$ cat config.mk
export PLATFORM = sky130hd
export DESIGN_NAME = spi_format_and_overflow_logic
export DESIGN_NICKNAME = d
export VERILOG_FILES = /design/src/hdl/spi_pkg.sv /design/src/hdl/spi_format_and_overflow_logic.sv
export SDC_FILE = /design/constraint.sdc
export NUM_CORES = 1
export LEC_CHECK = 0
export BUFFER_PORTS_ARGS = -buffer_cell sky130_fd_sc_hd__buf_4
export CAP_MARGIN = 5
export CORE_AREA = 2 2 94 96
export CTS_BUF_LIST = sky130_fd_sc_hd__clkbuf_4 sky130_fd_sc_hd__clkbuf_8
export CTS_CLUSTER_DIAMETER = 50
export DETAILED_ROUTE_END_ITERATION = 6
export DIE_AREA = 0 0 96 98
export PLACE_DENSITY_LB_ADDON = 0.2
export SYNTH_ARGS = -nofsm -noshare
export SYNTH_HDL_FRONTEND = slang
export SYNTH_SLANG_ARGS = --single-unit
export TNS_END_PERCENT = 20
$ cat constraint.sdc
create_clock -name i_ref_clk -period 2.5 [get_ports i_ref_clk]
set_input_delay 0.625 -clock i_ref_clk [delete_from_list [all_inputs] [get_ports i_ref_clk]]
set_output_delay 0.625 -clock i_ref_clk [all_outputs]
set_load 0.1 [all_outputs]
$ cat src/hdl/spi_pkg.sv
// Constants, types and field layout of the serial port block
package spi_pkg;
    // Register indices; byte address is four times the index
    localparam logic [5:0] IDX_CTRL = 6'h10;
    localparam logic [5:0] IDX_STAT = 6'h11;
    localparam logic [5:0] IDX_DATA = 6'h12;
    // Control register fields
    localparam int B_EN    = 0;
    localparam int B_MST   = 1;
    localparam int B_CLOCK_POLARITY_SELECT  = 2;
    localparam int B_CLOCK_PHASE_SELECT  = 3;
    // Status and control register fields
    localparam int B_RS0   = 0;
    localparam int B_RS1   = 1;
    localparam int B_MFEN  = 2;
    localparam int B_ERROR_INTERRUPT_ENABLE = 3;
    localparam int B_MODE_FAULT_FLAG  = 4;
    localparam int B_OVERFLOW_FLAG  = 5;
    localparam int B_RXF   = 7;
    // Reset values
    localparam logic [7:0] CTRL_RST = 8'h00;
    localparam logic [7:0] STAT_RST = 8'h00;
    // Half-bit masks of the free-running divider (div 2, 8, 32, 128)
    localparam logic [5:0] HALF_DIV2   = 6'h00;
    localparam logic [5:0] HALF_DIV8   = 6'h03;
    localparam logic [5:0] HALF_DIV32  = 6'h0f;
    localparam logic [5:0] HALF_DIV128 = 6'h3f;
    // Edge and bit counts of one byte
    localparam logic [3:0] LAST_HALF = 4'hf;
    localparam logic [3:0] LAST_BIT  = 4'h7;
    localparam logic [3:0] ALL_BITS  = 4'h8;
    typedef enum logic [0:0] {ST_IDLE = 1'b0, ST_BUSY = 1'b1} xfer_state_t;
endpackage : spi_pkg

$ cat src/hdl/spi_format_and_overflow_logic.sv
// Serial port core: formats, master timing, overflow and mode fault
`timescale 1ns/1ns
module spi_format_and_overflow_logic
    import spi_pkg::*;
#(
    parameter int ADR_W = 8
) (
    // Clock and reset
    input  wire logic             i_ref_clk,
    input  wire logic             i_srst,
    // Wishbone slave
    input  wire logic             i_wb_cyc,
    input  wire logic             i_wb_stb,
    input  wire logic             i_wb_we,
    input  wire logic [ADR_W-1:0] i_wb_adr,
    input  wire logic [3:0]       i_wb_sel,
    input  wire logic [31:0]      i_wb_dat,
    output logic      [31:0]      o_wb_dat,
    output logic                  o_wb_ack,
    // Serial clock pin
    input  wire logic             i_sclk,
    output logic                  o_sclk,
    output logic                  o_sclk_oe_n,
    // Master-out data pin
    input  wire logic             i_mosi,
    output logic                  o_mosi,
    output logic                  o_mosi_oe_n,
    // Master-in data pin
    input  wire logic             i_miso,
    output logic                  o_miso,
    output logic                  o_miso_oe_n,
    // Slave select pin
    input  wire logic             i_ss_n,
    // Error request (overflow or mode fault)
    output logic                  o_error_irq
);
    // Pin synchronisers: sclk, mosi, miso, ss_n
    logic [3:0] meta_q;
    logic [3:0] sync_q;
    logic       sck_s, mosi_s, miso_s, ss_n_s;

    // Register and core state
    logic [7:0]  ctrl_q, ctrl_d;
    logic [1:0]  rate_q, rate_d;
    logic        mfen_q, mfen_d, error_interrupt_enable_q, error_interrupt_enable_d;
    logic        mode_fault_flag_q, mode_fault_flag_d, overflow_flag_q, overflow_flag_d, rxf_q, rxf_d;
    logic        arm_rf_q, arm_rf_d, arm_ov_q, arm_ov_d;
    logic        arm_mf_q, arm_mf_d;
    logic [7:0]  rxd_q, rxd_d, txd_q, txd_d;
    logic [7:0]  tsh_q, tsh_d, rsh_q, rsh_d;
    logic        pend_q, pend_d;
    xfer_state_t st_q, st_d;
    logic [3:0]  cnt_q, cnt_d;
    logic [5:0]  lag_q, lag_d;      // Master strobes, two stages
    logic [5:0]  div_q, div_d;
    logic        sck_q, sck_d, dout_q, dout_d;
    logic        sck_prev_q, sck_prev_d, ss_prev_q, ss_prev_d;
    logic        ack_q, ack_d, irq_q, irq_d;
    logic [31:0] rdat_q, rdat_d;
    logic        sclk_oe_n_q, sclk_oe_n_d, miso_oe_n_q, miso_oe_n_d;

    // Decode and event terms
    logic       en, mst, clock_polarity_select, clock_phase_select, acc, wr, rd;
    logic       hit_c, hit_s, hit_d, tick, fault;
    logic       lead, trail, smp, shf, done, first, din;
    logic [5:0] mask;

    assign sck_s  = sync_q[0];
    assign mosi_s = sync_q[1];
    assign miso_s = sync_q[2];
    assign ss_n_s = sync_q[3];

    // First stage feeds only the second stage
    always_ff @(posedge i_ref_clk) begin
        meta_q <= {i_ss_n, i_miso, i_mosi, i_sclk};
        sync_q <= meta_q;
    end

    // Next-state logic of bus slave, flags and shifter
    always_comb begin
        en    = ctrl_q[B_EN];
        mst   = ctrl_q[B_MST];
        clock_polarity_select  = ctrl_q[B_CLOCK_POLARITY_SELECT];
        clock_phase_select  = ctrl_q[B_CLOCK_PHASE_SELECT];
        acc   = i_wb_cyc & i_wb_stb & ~ack_q;
        wr    = acc & i_wb_we & i_wb_sel[0];
        rd    = acc & ~i_wb_we;
        hit_c = i_wb_adr == ADR_W'({IDX_CTRL, 2'b00});
        hit_s = i_wb_adr == ADR_W'({IDX_STAT, 2'b00});
        hit_d = i_wb_adr == ADR_W'({IDX_DATA, 2'b00});
        unique case ({rate_q[1], rate_q[0]})
            2'b00:   mask = HALF_DIV2;
            2'b01:   mask = HALF_DIV8;
            2'b10:   mask = HALF_DIV32;
            2'b11:   mask = HALF_DIV128;
        endcase
        ctrl_d      = ctrl_q;
        rate_d      = rate_q;
        mfen_d      = mfen_q;
        error_interrupt_enable_d     = error_interrupt_enable_q;
        mode_fault_flag_d      = mode_fault_flag_q;
        overflow_flag_d      = overflow_flag_q;
        rxf_d       = rxf_q;
        arm_rf_d    = arm_rf_q;
        arm_ov_d    = arm_ov_q;
        arm_mf_d    = arm_mf_q;
        rxd_d       = rxd_q;
        txd_d       = txd_q;
        tsh_d       = tsh_q;
        rsh_d       = rsh_q;
        pend_d      = pend_q;
        st_d        = st_q;
        cnt_d       = cnt_q;
        sck_d       = sck_q;
        dout_d      = dout_q;
        sck_prev_d  = sck_s;
        ss_prev_d   = ss_n_s;
        ack_d       = acc;
        rdat_d      = 32'h0000_0000;
        smp         = 1'b0;
        shf         = 1'b0;
        done        = 1'b0;
        first       = 1'b0;
        din         = mst ? miso_s : mosi_s;
        // free-running divider
        // Runs only while enabled as master to save power
        div_d = (en & mst) ? div_q + 6'h01 : 6'h00;
        tick  = en & mst & ((div_q & mask) == mask);
        lead  = en & ~mst & ~ss_n_s & (sck_s != sck_prev_q) & (sck_s != clock_polarity_select);
        trail = en & ~mst & ~ss_n_s & (sck_s != sck_prev_q) & (sck_s == clock_polarity_select);
        fault = mst ? (en & ~ss_n_s)
                    : (st_q == ST_BUSY & ss_n_s);

        // Register reads; unmapped reads answer zero
        if (rd & hit_c) begin
            rdat_d[7:0] = ctrl_q;
        end
        if (rd & hit_s) begin
            rdat_d[B_RXF]   = rxf_q;
            rdat_d[B_OVERFLOW_FLAG]  = overflow_flag_q;
            rdat_d[B_MODE_FAULT_FLAG]  = mode_fault_flag_q;
            rdat_d[B_ERROR_INTERRUPT_ENABLE] = error_interrupt_enable_q;
            rdat_d[B_MFEN]  = mfen_q;
            rdat_d[B_RS1]   = rate_q[1];
            rdat_d[B_RS0]   = rate_q[0];
            // Flags seen now may be cleared by the next access
            arm_rf_d = rxf_q;
            arm_ov_d = overflow_flag_q;
            arm_mf_d = mode_fault_flag_q;
        end
        if (rd & hit_d) begin
            rdat_d[7:0] = rxd_q;
            if (arm_rf_q) begin
                rxf_d = 1'b0;
            end
            if (arm_ov_q) begin
                overflow_flag_d = 1'b0;
            end
            arm_rf_d = 1'b0;
            arm_ov_d = 1'b0;
        end

        // Register writes
        if (wr & hit_c) begin
            ctrl_d = {4'h0, i_wb_dat[3:0]};
            // Fault clears only with no fault condition present
            if (arm_mf_q & ~fault) begin
                mode_fault_flag_d = 1'b0;
            end
            arm_mf_d = 1'b0;
        end
        if (wr & hit_s) begin
            rate_d  = {i_wb_dat[B_RS1], i_wb_dat[B_RS0]};
            mfen_d  = i_wb_dat[B_MFEN];
            error_interrupt_enable_d = i_wb_dat[B_ERROR_INTERRUPT_ENABLE];
        end
        if (wr & hit_d) begin
            txd_d = i_wb_dat[7:0];
            // only a data write starts master
            pend_d = en & mst;
        end

        // Transfer sequencing
        unique case (st_q)
            ST_IDLE: begin
                cnt_d = 4'h0;
                if (mst) begin
                    // edges launched from the bus clock flop
                    sck_d = clock_polarity_select;
                    if (pend_q & tick) begin
                        st_d   = ST_BUSY;
                        pend_d = 1'b0;
                        // phase 0 waits a half bit
                        tsh_d  = clock_phase_select ? txd_q : {txd_q[6:0], 1'b0};
                        dout_d = clock_phase_select ? dout_q : txd_q[7];
                    end
                end else if (en & ~clock_phase_select & ss_prev_q & ~ss_n_s) begin
                    st_d   = ST_BUSY;
                    tsh_d  = {txd_q[6:0], 1'b0};
                    dout_d = txd_q[7];
                end else if (clock_phase_select & lead) begin
                    st_d   = ST_BUSY;
                    tsh_d  = txd_q;
                    shf    = 1'b1;
                end
            end
            ST_BUSY: begin
                if (mst & tick) begin
                    sck_d = ~sck_q;
                    cnt_d = cnt_q + 4'h1;
                    first = cnt_q[3:1] == 3'h0;
                    // phase 1 leads with active edge
                    smp  = clock_phase_select ? cnt_q[0] : ~cnt_q[0];
                    shf  = clock_phase_select ? ~cnt_q[0]
                                : (cnt_q[0] & cnt_q != LAST_HALF);
                    done = cnt_q == LAST_HALF;
                end else if (~mst & ~clock_phase_select) begin
                    first = cnt_q == 4'h0;
                    smp   = lead;
                    shf   = trail & cnt_q != ALL_BITS;
                    done  = trail & cnt_q == ALL_BITS;
                end else if (~mst) begin
                    // select may stay low between bytes
                    first = cnt_q == 4'h0;
                    shf   = lead;
                    smp   = trail;
                    done  = trail & cnt_q == LAST_BIT;
                end
                if (~mst & smp) begin
                    cnt_d = cnt_q + 4'h1;
                end
                if (done) begin
                    st_d = ST_IDLE;
                end
                if (~mst & ss_n_s) begin
                    st_d = ST_IDLE;
                end
            end
        endcase

        // Returning line lags two cycles behind the synchroniser,
        // so the master's sample, first and store strobes trail too
        lag_d = {lag_q[2:0], mst & smp, mst & first, mst & done};
        if (mst) begin
            smp   = lag_q[5];
            first = lag_q[4];
            done  = lag_q[3];
        end

        if (shf) begin
            dout_d = tsh_d[7];
            tsh_d  = {tsh_d[6:0], 1'b0};
        end
        if (smp) begin
            rsh_d = {rsh_q[6:0], din};
        end
        if (smp & first & rxf_q) begin
            overflow_flag_d = 1'b1;
        end
        if (done & ~overflow_flag_d & ~rxf_d) begin
            rxd_d = rsh_d;
            rxf_d = 1'b1;
        end
        if (fault & mfen_q) begin
            mode_fault_flag_d = 1'b1;
        end

        // Disabled port aborts and idles the clock
        if (~en) begin
            st_d   = ST_IDLE;
            pend_d = 1'b0;
            sck_d  = clock_polarity_select;
            lag_d  = 6'h00;
        end
        irq_d       = error_interrupt_enable_q & (overflow_flag_d | mode_fault_flag_d);
        sclk_oe_n_d = ~(en & mst);
        miso_oe_n_d = ~(en & ~mst & ~ss_n_s);
    end

    // State registers
    always_ff @(posedge i_ref_clk) begin
        if (i_srst) begin
            ctrl_q      <= CTRL_RST;
            rate_q      <= STAT_RST[1:0];
            mfen_q      <= STAT_RST[B_MFEN];
            error_interrupt_enable_q     <= STAT_RST[B_ERROR_INTERRUPT_ENABLE];
            mode_fault_flag_q      <= STAT_RST[B_MODE_FAULT_FLAG];
            overflow_flag_q      <= STAT_RST[B_OVERFLOW_FLAG];
            rxf_q       <= STAT_RST[B_RXF];
            arm_rf_q    <= 1'b0;
            arm_ov_q    <= 1'b0;
            arm_mf_q    <= 1'b0;
            rxd_q       <= 8'h00;
            txd_q       <= 8'h00;
            tsh_q       <= 8'h00;
            rsh_q       <= 8'h00;
            pend_q      <= 1'b0;
            st_q        <= ST_IDLE;
            cnt_q       <= 4'h0;
            lag_q       <= 6'h00;
            div_q       <= 6'h00;
            sck_q       <= 1'b0;
            dout_q      <= 1'b0;
            sck_prev_q  <= 1'b0;
            ss_prev_q   <= 1'b1;
            ack_q       <= 1'b0;
            irq_q       <= 1'b0;
            rdat_q      <= 32'h0000_0000;
            sclk_oe_n_q <= 1'b1;
            miso_oe_n_q <= 1'b1;
        end else begin
            ctrl_q      <= ctrl_d;
            rate_q      <= rate_d;
            mfen_q      <= mfen_d;
            error_interrupt_enable_q     <= error_interrupt_enable_d;
            mode_fault_flag_q      <= mode_fault_flag_d;
            overflow_flag_q      <= overflow_flag_d;
            rxf_q       <= rxf_d;
            arm_rf_q    <= arm_rf_d;
            arm_ov_q    <= arm_ov_d;
            arm_mf_q    <= arm_mf_d;
            rxd_q       <= rxd_d;
            txd_q       <= txd_d;
            tsh_q       <= tsh_d;
            rsh_q       <= rsh_d;
            pend_q      <= pend_d;
            st_q        <= st_d;
            cnt_q       <= cnt_d;
            lag_q       <= lag_d;
            div_q       <= div_d;
            sck_q       <= sck_d;
            dout_q      <= dout_d;
            sck_prev_q  <= sck_prev_d;
            ss_prev_q   <= ss_prev_d;
            ack_q       <= ack_d;
            irq_q       <= irq_d;
            rdat_q      <= rdat_d;
            sclk_oe_n_q <= sclk_oe_n_d;
            miso_oe_n_q <= miso_oe_n_d;
        end
    end

    // Outputs straight from flops; one data flop serves both lines
    assign o_wb_dat    = rdat_q;
    assign o_wb_ack    = ack_q;
    assign o_sclk      = sck_q;
    assign o_sclk_oe_n = sclk_oe_n_q;
    assign o_mosi      = dout_q;
    assign o_mosi_oe_n = sclk_oe_n_q;
    assign o_miso      = dout_q;
    assign o_miso_oe_n = miso_oe_n_q;
    assign o_error_irq = irq_q;
endmodule : spi_format_and_overflow_logic

* Yosys cells after proc, flatten, opt, wreduce, memory -nomap -nowiden
Cells that the tools add are included.
** Word-level totals
- Register bits after elaboration :: 112
- Input port bits :: 53
** Cells by class
- Reduce and logical (&&, ||, !) cells :: 11
- Bitwise gates (word level) :: 59
- $add $sub $neg :: 2
- Equal/unequal tests :: 21
- Mux-type cells :: 73
** Operator list (number)
- $mux W8 :: 9
- $mux W1 :: 55
- $and A1 B1 Y1 :: 43
- $eq A8 B7 Y1 const B :: 3
- $pmux W6 S4 :: 1
- $not A1 Y1 :: 14
- $mux W4 :: 3
- $reduce_or A2 Y1 :: 5
- $eq A4 B4 Y1 const B :: 2
- $ne A4 B4 Y1 const B :: 2
- $pmux W4 S2 :: 1
- $add A6 B1 Y6 const B :: 1
- $and A6 B6 Y6 :: 1
- $eq A6 B6 Y1 :: 1
- $mux W6 :: 1
- $ne A3 B1 Y1 const B :: 2
- $ne A3 B2 Y1 const B :: 2
- $pmux W1 S2 :: 3
- $add A4 B1 Y4 const B :: 1
- $eq A2 B2 Y1 const B :: 2
- $eq A4 B3 Y1 const B :: 1
- $logic_not A4 Y1 :: 1
- $reduce_and A4 Y1 :: 1
- $logic_not A3 Y1 :: 1
- 9 further kinds :: 10

* Logic depth before layout (Yosys ltp)
- Depth in word-level cells :: 18
- Gate-level depth with buffers :: 9
- Depth with buffers taken out :: 8

* Worst setup path before layout
OpenSTA, ideal clock, no wires.
- Path kind :: input -> register
- Start :: in i_wb_adr[1]
- End :: reg rxd_q[6]
- Path slack :: -61 ps
- Library setup time :: 121 ps
- Data required time :: 2379 ps
- Cell stages on the path :: 5
- Arrival :: 2440 ps
- Path through :: or4_4 > nor4_4 > nand3_2 > a2111oi_4 > mux2_2
** On the way
- Word-level cells in the longest chain between the ends :: 7
- Elaborated cells on any way between the ends :: 9
- Classes of those cells :: eq/ne: 1; mux: 3; bitwise: 5
** Ends and longest elaborated chain
- start: declaration :: line spi_format_and_overflow_logic.sv:15 : input wire logic [ADR_W-1:0] i_wb_adr,
- $eq A8 B7 Y1 * :: line spi_format_and_overflow_logic.sv:90 : hit_d = i_wb_adr == ADR_W'({IDX_DATA, 2'b00});
- $and A1 B1 Y1 * :: line spi_format_and_overflow_logic.sv:151 : if (rd & hit_d) begin
- $mux W1 :: line spi_format_and_overflow_logic.sv:151
- $mux W1 :: line spi_format_and_overflow_logic.sv:257 : if (smp & first & rxf_q) begin
- $not A1 Y1 :: line spi_format_and_overflow_logic.sv:260 : if (done & ~overflow_flag_d & ~rxf_d) begin
- $and A1 B1 Y1 :: line spi_format_and_overflow_logic.sv:260
- $and A1 B1 Y1 * :: line spi_format_and_overflow_logic.sv:260
- end signal: assignment :: line spi_format_and_overflow_logic.sv:322 : rxd_q <= rxd_d;
- end: declaration :: line spi_format_and_overflow_logic.sv:49 : logic [7:0] rxd_q, rxd_d, txd_q, txd_d;
Mark *: on every way between the ends. The rest lies on a longest branch, timed or not.
A chain may end at the register's enable or synchronous reset.

* Worst setup path in the final report
- Start :: in i_wb_adr[1]
- End :: reg rxd_q[2]
Same word-level chain as after synthesis.

==> flow_metrics.env <==
export IMPL_setup_viol=0
export IMPL_routedWlPerCell_um=14.34
export IMPL_drcViolationCount=0
export IMPL_p_sw_uw=777.3
export IMPL_grt_pass1_wl_mm=14.94
export IMPL_insertion_delay_ps=360
export IMPL_synth_flop_cell="dfxtp_1"
export IMPL_post_place_cells=625
export IMPL_synth_most_common_cell="dfxtp_1"
export IMPL_synth_edf_count=0
export IMPL_overflow=0
export IMPL_cp_common_cell="buf_4"
export IMPL_grt_pass1_vias=3148
export IMPL_start_kind="input pin"
export IMPL_via_per_inst=5.402
export IMPL_slew_viol_final=0
export IMPL_hp_class="register to register"
export IMPL_p_comb_share_pct=9.6
export IMPL_p_seq_share_pct=52.2
export IMPL_critPathArrivalTime_ps=2750
export IMPL_area_growth_synth_to_final_pct=15.18
export IMPL_rows=34
export IMPL_p_leak_uw=0.001818
export IMPL_cts_setup_buffers=0
export IMPL_outcome="completed"
export IMPL_post_route_period_util_pct=98.98
export IMPL_switching_share_pct=28.58
export IMPL_finClkSkew_ps=13.21
export IMPL_whs_ps=332.0
export IMPL_cts_resized=0
export IMPL_die_w_um=96
export IMPL_synth_common_cells="88 x dfxtp_1, 54 x nor2_1, 43 x a21oi_1, 40 x nand2_1, 27 x buf_4"
export IMPL_start_util_pct=49.07
export IMPL_critPathMaxStageDelay_ps=540
export IMPL_synth_area_sq_um=4154
export IMPL_cap_violations=0
export IMPL_io_pins=93
export IMPL_powerDensity_nw_per_um2=568.4
export IMPL_portBuffers=41
export IMPL_nFillCells=785
export IMPL_cts_tree="built"
export IMPL_synth_seq_cells=88
export IMPL_netlist_cell_type_count=61
export IMPL_drt_iter0_drc=119
export IMPL_peakVddDrop_v=0.0003135
export IMPL_ys_seq_area_share_pct=42.41
export IMPL_finalWorstSetupSlack_ps=25.45
export IMPL_path_max_fanout=7
export IMPL_wl_mm=9.189
export IMPL_ant_nets=0
export IMPL_netlist_top_cells_area="dfxtp_1 42%, mux2i_1 5.5%, a21oi_1 5.2%"
export IMPL_core_area_sq_um=8466
export IMPL_synth_largest_area_cell="dfxtp_1"
export IMPL_die_y_um=98
export IMPL_clockBufferDepth=2
export IMPL_clk_pin_slew_worst_paths_ps=100
export IMPL_fmax_mhz=404.1
export IMPL_finalHoldViolations=0
export IMPL_post_place_ws_ps=-326.6
export IMPL_cp_num_buf_inv=2
export IMPL_track_usage_pct=19.99
export IMPL_cts_hold_buf=0
export IMPL_critPathCaptureType="register"
export IMPL_synthArstFlopShare_pct=0
export IMPL_antenna_found_initial=0
export IMPL_drive_gt1_share_pct=19.51
export IMPL_rsz0062_at_grt="yes"
export IMPL_clockRootBuffer="clkbuf_8"
export IMPL_gp_congestion=0.7982
export IMPL_dpl_hpwl_mm=6.575
export IMPL_cts_buffers=9
export IMPL_clock_sinks=88
export IMPL_min_period_ps=2475
export IMPL_dr_total_vias=3463
export IMPL_relSlewSlack_pct=64.67
export IMPL_crit_type="input pin to register"
export IMPL_synth_top_area_share_pct=42.41
export IMPL_crit_required_ps=2780
export IMPL_htreeDepth=3
export IMPL_yosysWarnings=0
export IMPL_dr_pass1_iters=5
export IMPL_tightest_slew_ps=516.6
export IMPL_worst_path_dominant_cell_family="simple AND/OR/NAND/NOR gates"
export IMPL_antennaDiodeCount=0
export IMPL_synth_area_per_cell_sq_um=8.618
export IMPL_die_area_sq_um=9408
export IMPL_stdcell_count=641
export IMPL_power_frac_clock_pct=38.3
export IMPL_cpMaxStageDelayCell="or4_4"
export IMPL_synthCells=482
export IMPL_grt_max_degree=33
export IMPL_internal_power_uw=1942
export IMPL_path_cells="buf_4 -> or4_4 -> nor4_4 -> nand3_2 -> a2111oi_4 -> buf_4 -> nor2_2 -> a211oi_1"
export IMPL_fin_nets=584
==> per-layer routing <==
layer  part of all wire [%]  GRT usage, %  up-vias
met3                    4.9         3.395        4
met2                     46         30.82       82
met4                   0.69         6.593        0
li1                       -             -     1743
met1                     49         28.29     1634
met5                      0             0        -
==> kinds of logic (layout without fill, tap and decap cells) <==
group / after synthesis / count (layout) / synth area share, %
buf+inv: 68 / 96 / 8.916
xor+xnor: 8 / 8 / 1.687
compound gates: 112 / 112 / 18.01
other cells: 1 / 24 / 0.09027
flops: 88 / 88 / 42.41
simple gates: 176 / 176 / 21.63
fa+ha+maj: 3 / 3 / 0.9037
mux: 26 / 26 / 6.355
==> registers in the layout, summed over array words and instances (netlist names), 2 cells and up <==
register  flops
rate_q        2
o_wb_dat      8
rxd_q         8
cnt_q         4
rsh_q         8
div_q         6
lag_q         6
ctrl_q        4
meta_q        4
tsh_q         8
sync_q        4
txd_q         8
==> path summary, 6_finish.rpt <==
check | start | endpoint | slack (ps) | cells after the start
min | meta_q[3] | sync_q[3] | 330 | 0
max reg2reg | sck_prev_q | rxd_q[2] | 90 | 7
max | i_wb_adr[1] | rxd_q[2] | 30 | 8
min reg2reg | meta_q[3] | sync_q[3] | 330 | 0
==> layout make-up <==
type | instances | area (sq um) | area share [%]
multi-input cells | 349 | 2111 | 44.12
clock buffers | 9 | 123.9 | 2.589
well taps | 108 | 135.1 | 2.824
clock inverters | 7 | 85.08 | 1.778
repair buffers | 68 | 523.0 | 10.93
inverters | 12 | 45.04 | 0.9414
flip-flops and latches | 88 | 1762 | 36.82
==> layout by cell type (no fill, tap or decap), types with 3 or more instances in the layout <==
master / n
and2_1: 5
nand3b_1: 4
inv_1: 12
nand2_1: 40
o21ai_0: 9
a21boi_0: 4
ha_1: 3
or2_2: 3
a22oi_1: 4
o22ai_1: 11
clkbuf_8: 9
dfxtp_1: 88
conb_1: 24
a21oi_1: 43
a21o_1: 3
nor2b_1: 6
mux2_2: 3
xnor2_1: 6
nand2b_1: 9
nor2_1: 53
a211oi_1: 14
o21a_1: 3
nor3_1: 5
and3_1: 3
buf_4: 67
o32ai_1: 6
nand3_1: 24
mux2i_1: 23
==> through the flow <==
stage	TNS (ps)	total power, uW	cell area (sq um)	utilization [%]
after CTS	0	2737	4782	56.49
after floorplan	-164.8	1685	4240	-
after global routing	-67.04	2822	4785	56.52
after global placement	-2357	1709	4573	54.02
final	0	2720	4785	56.52
after detailed placement	-2653	1710	4573	54.02
==> power groups by stage <==
stage	Clock, uW	Sequential [uW]	Combinational, uW
after floorplan	0	1450	231
after global placement	0	1450	258
after detailed placement	0	1450	258
after CTS	1060	1420	259
after global routing	1130	1420	271
final	1040	1420	260
Power figures use the tool's default switching activity.
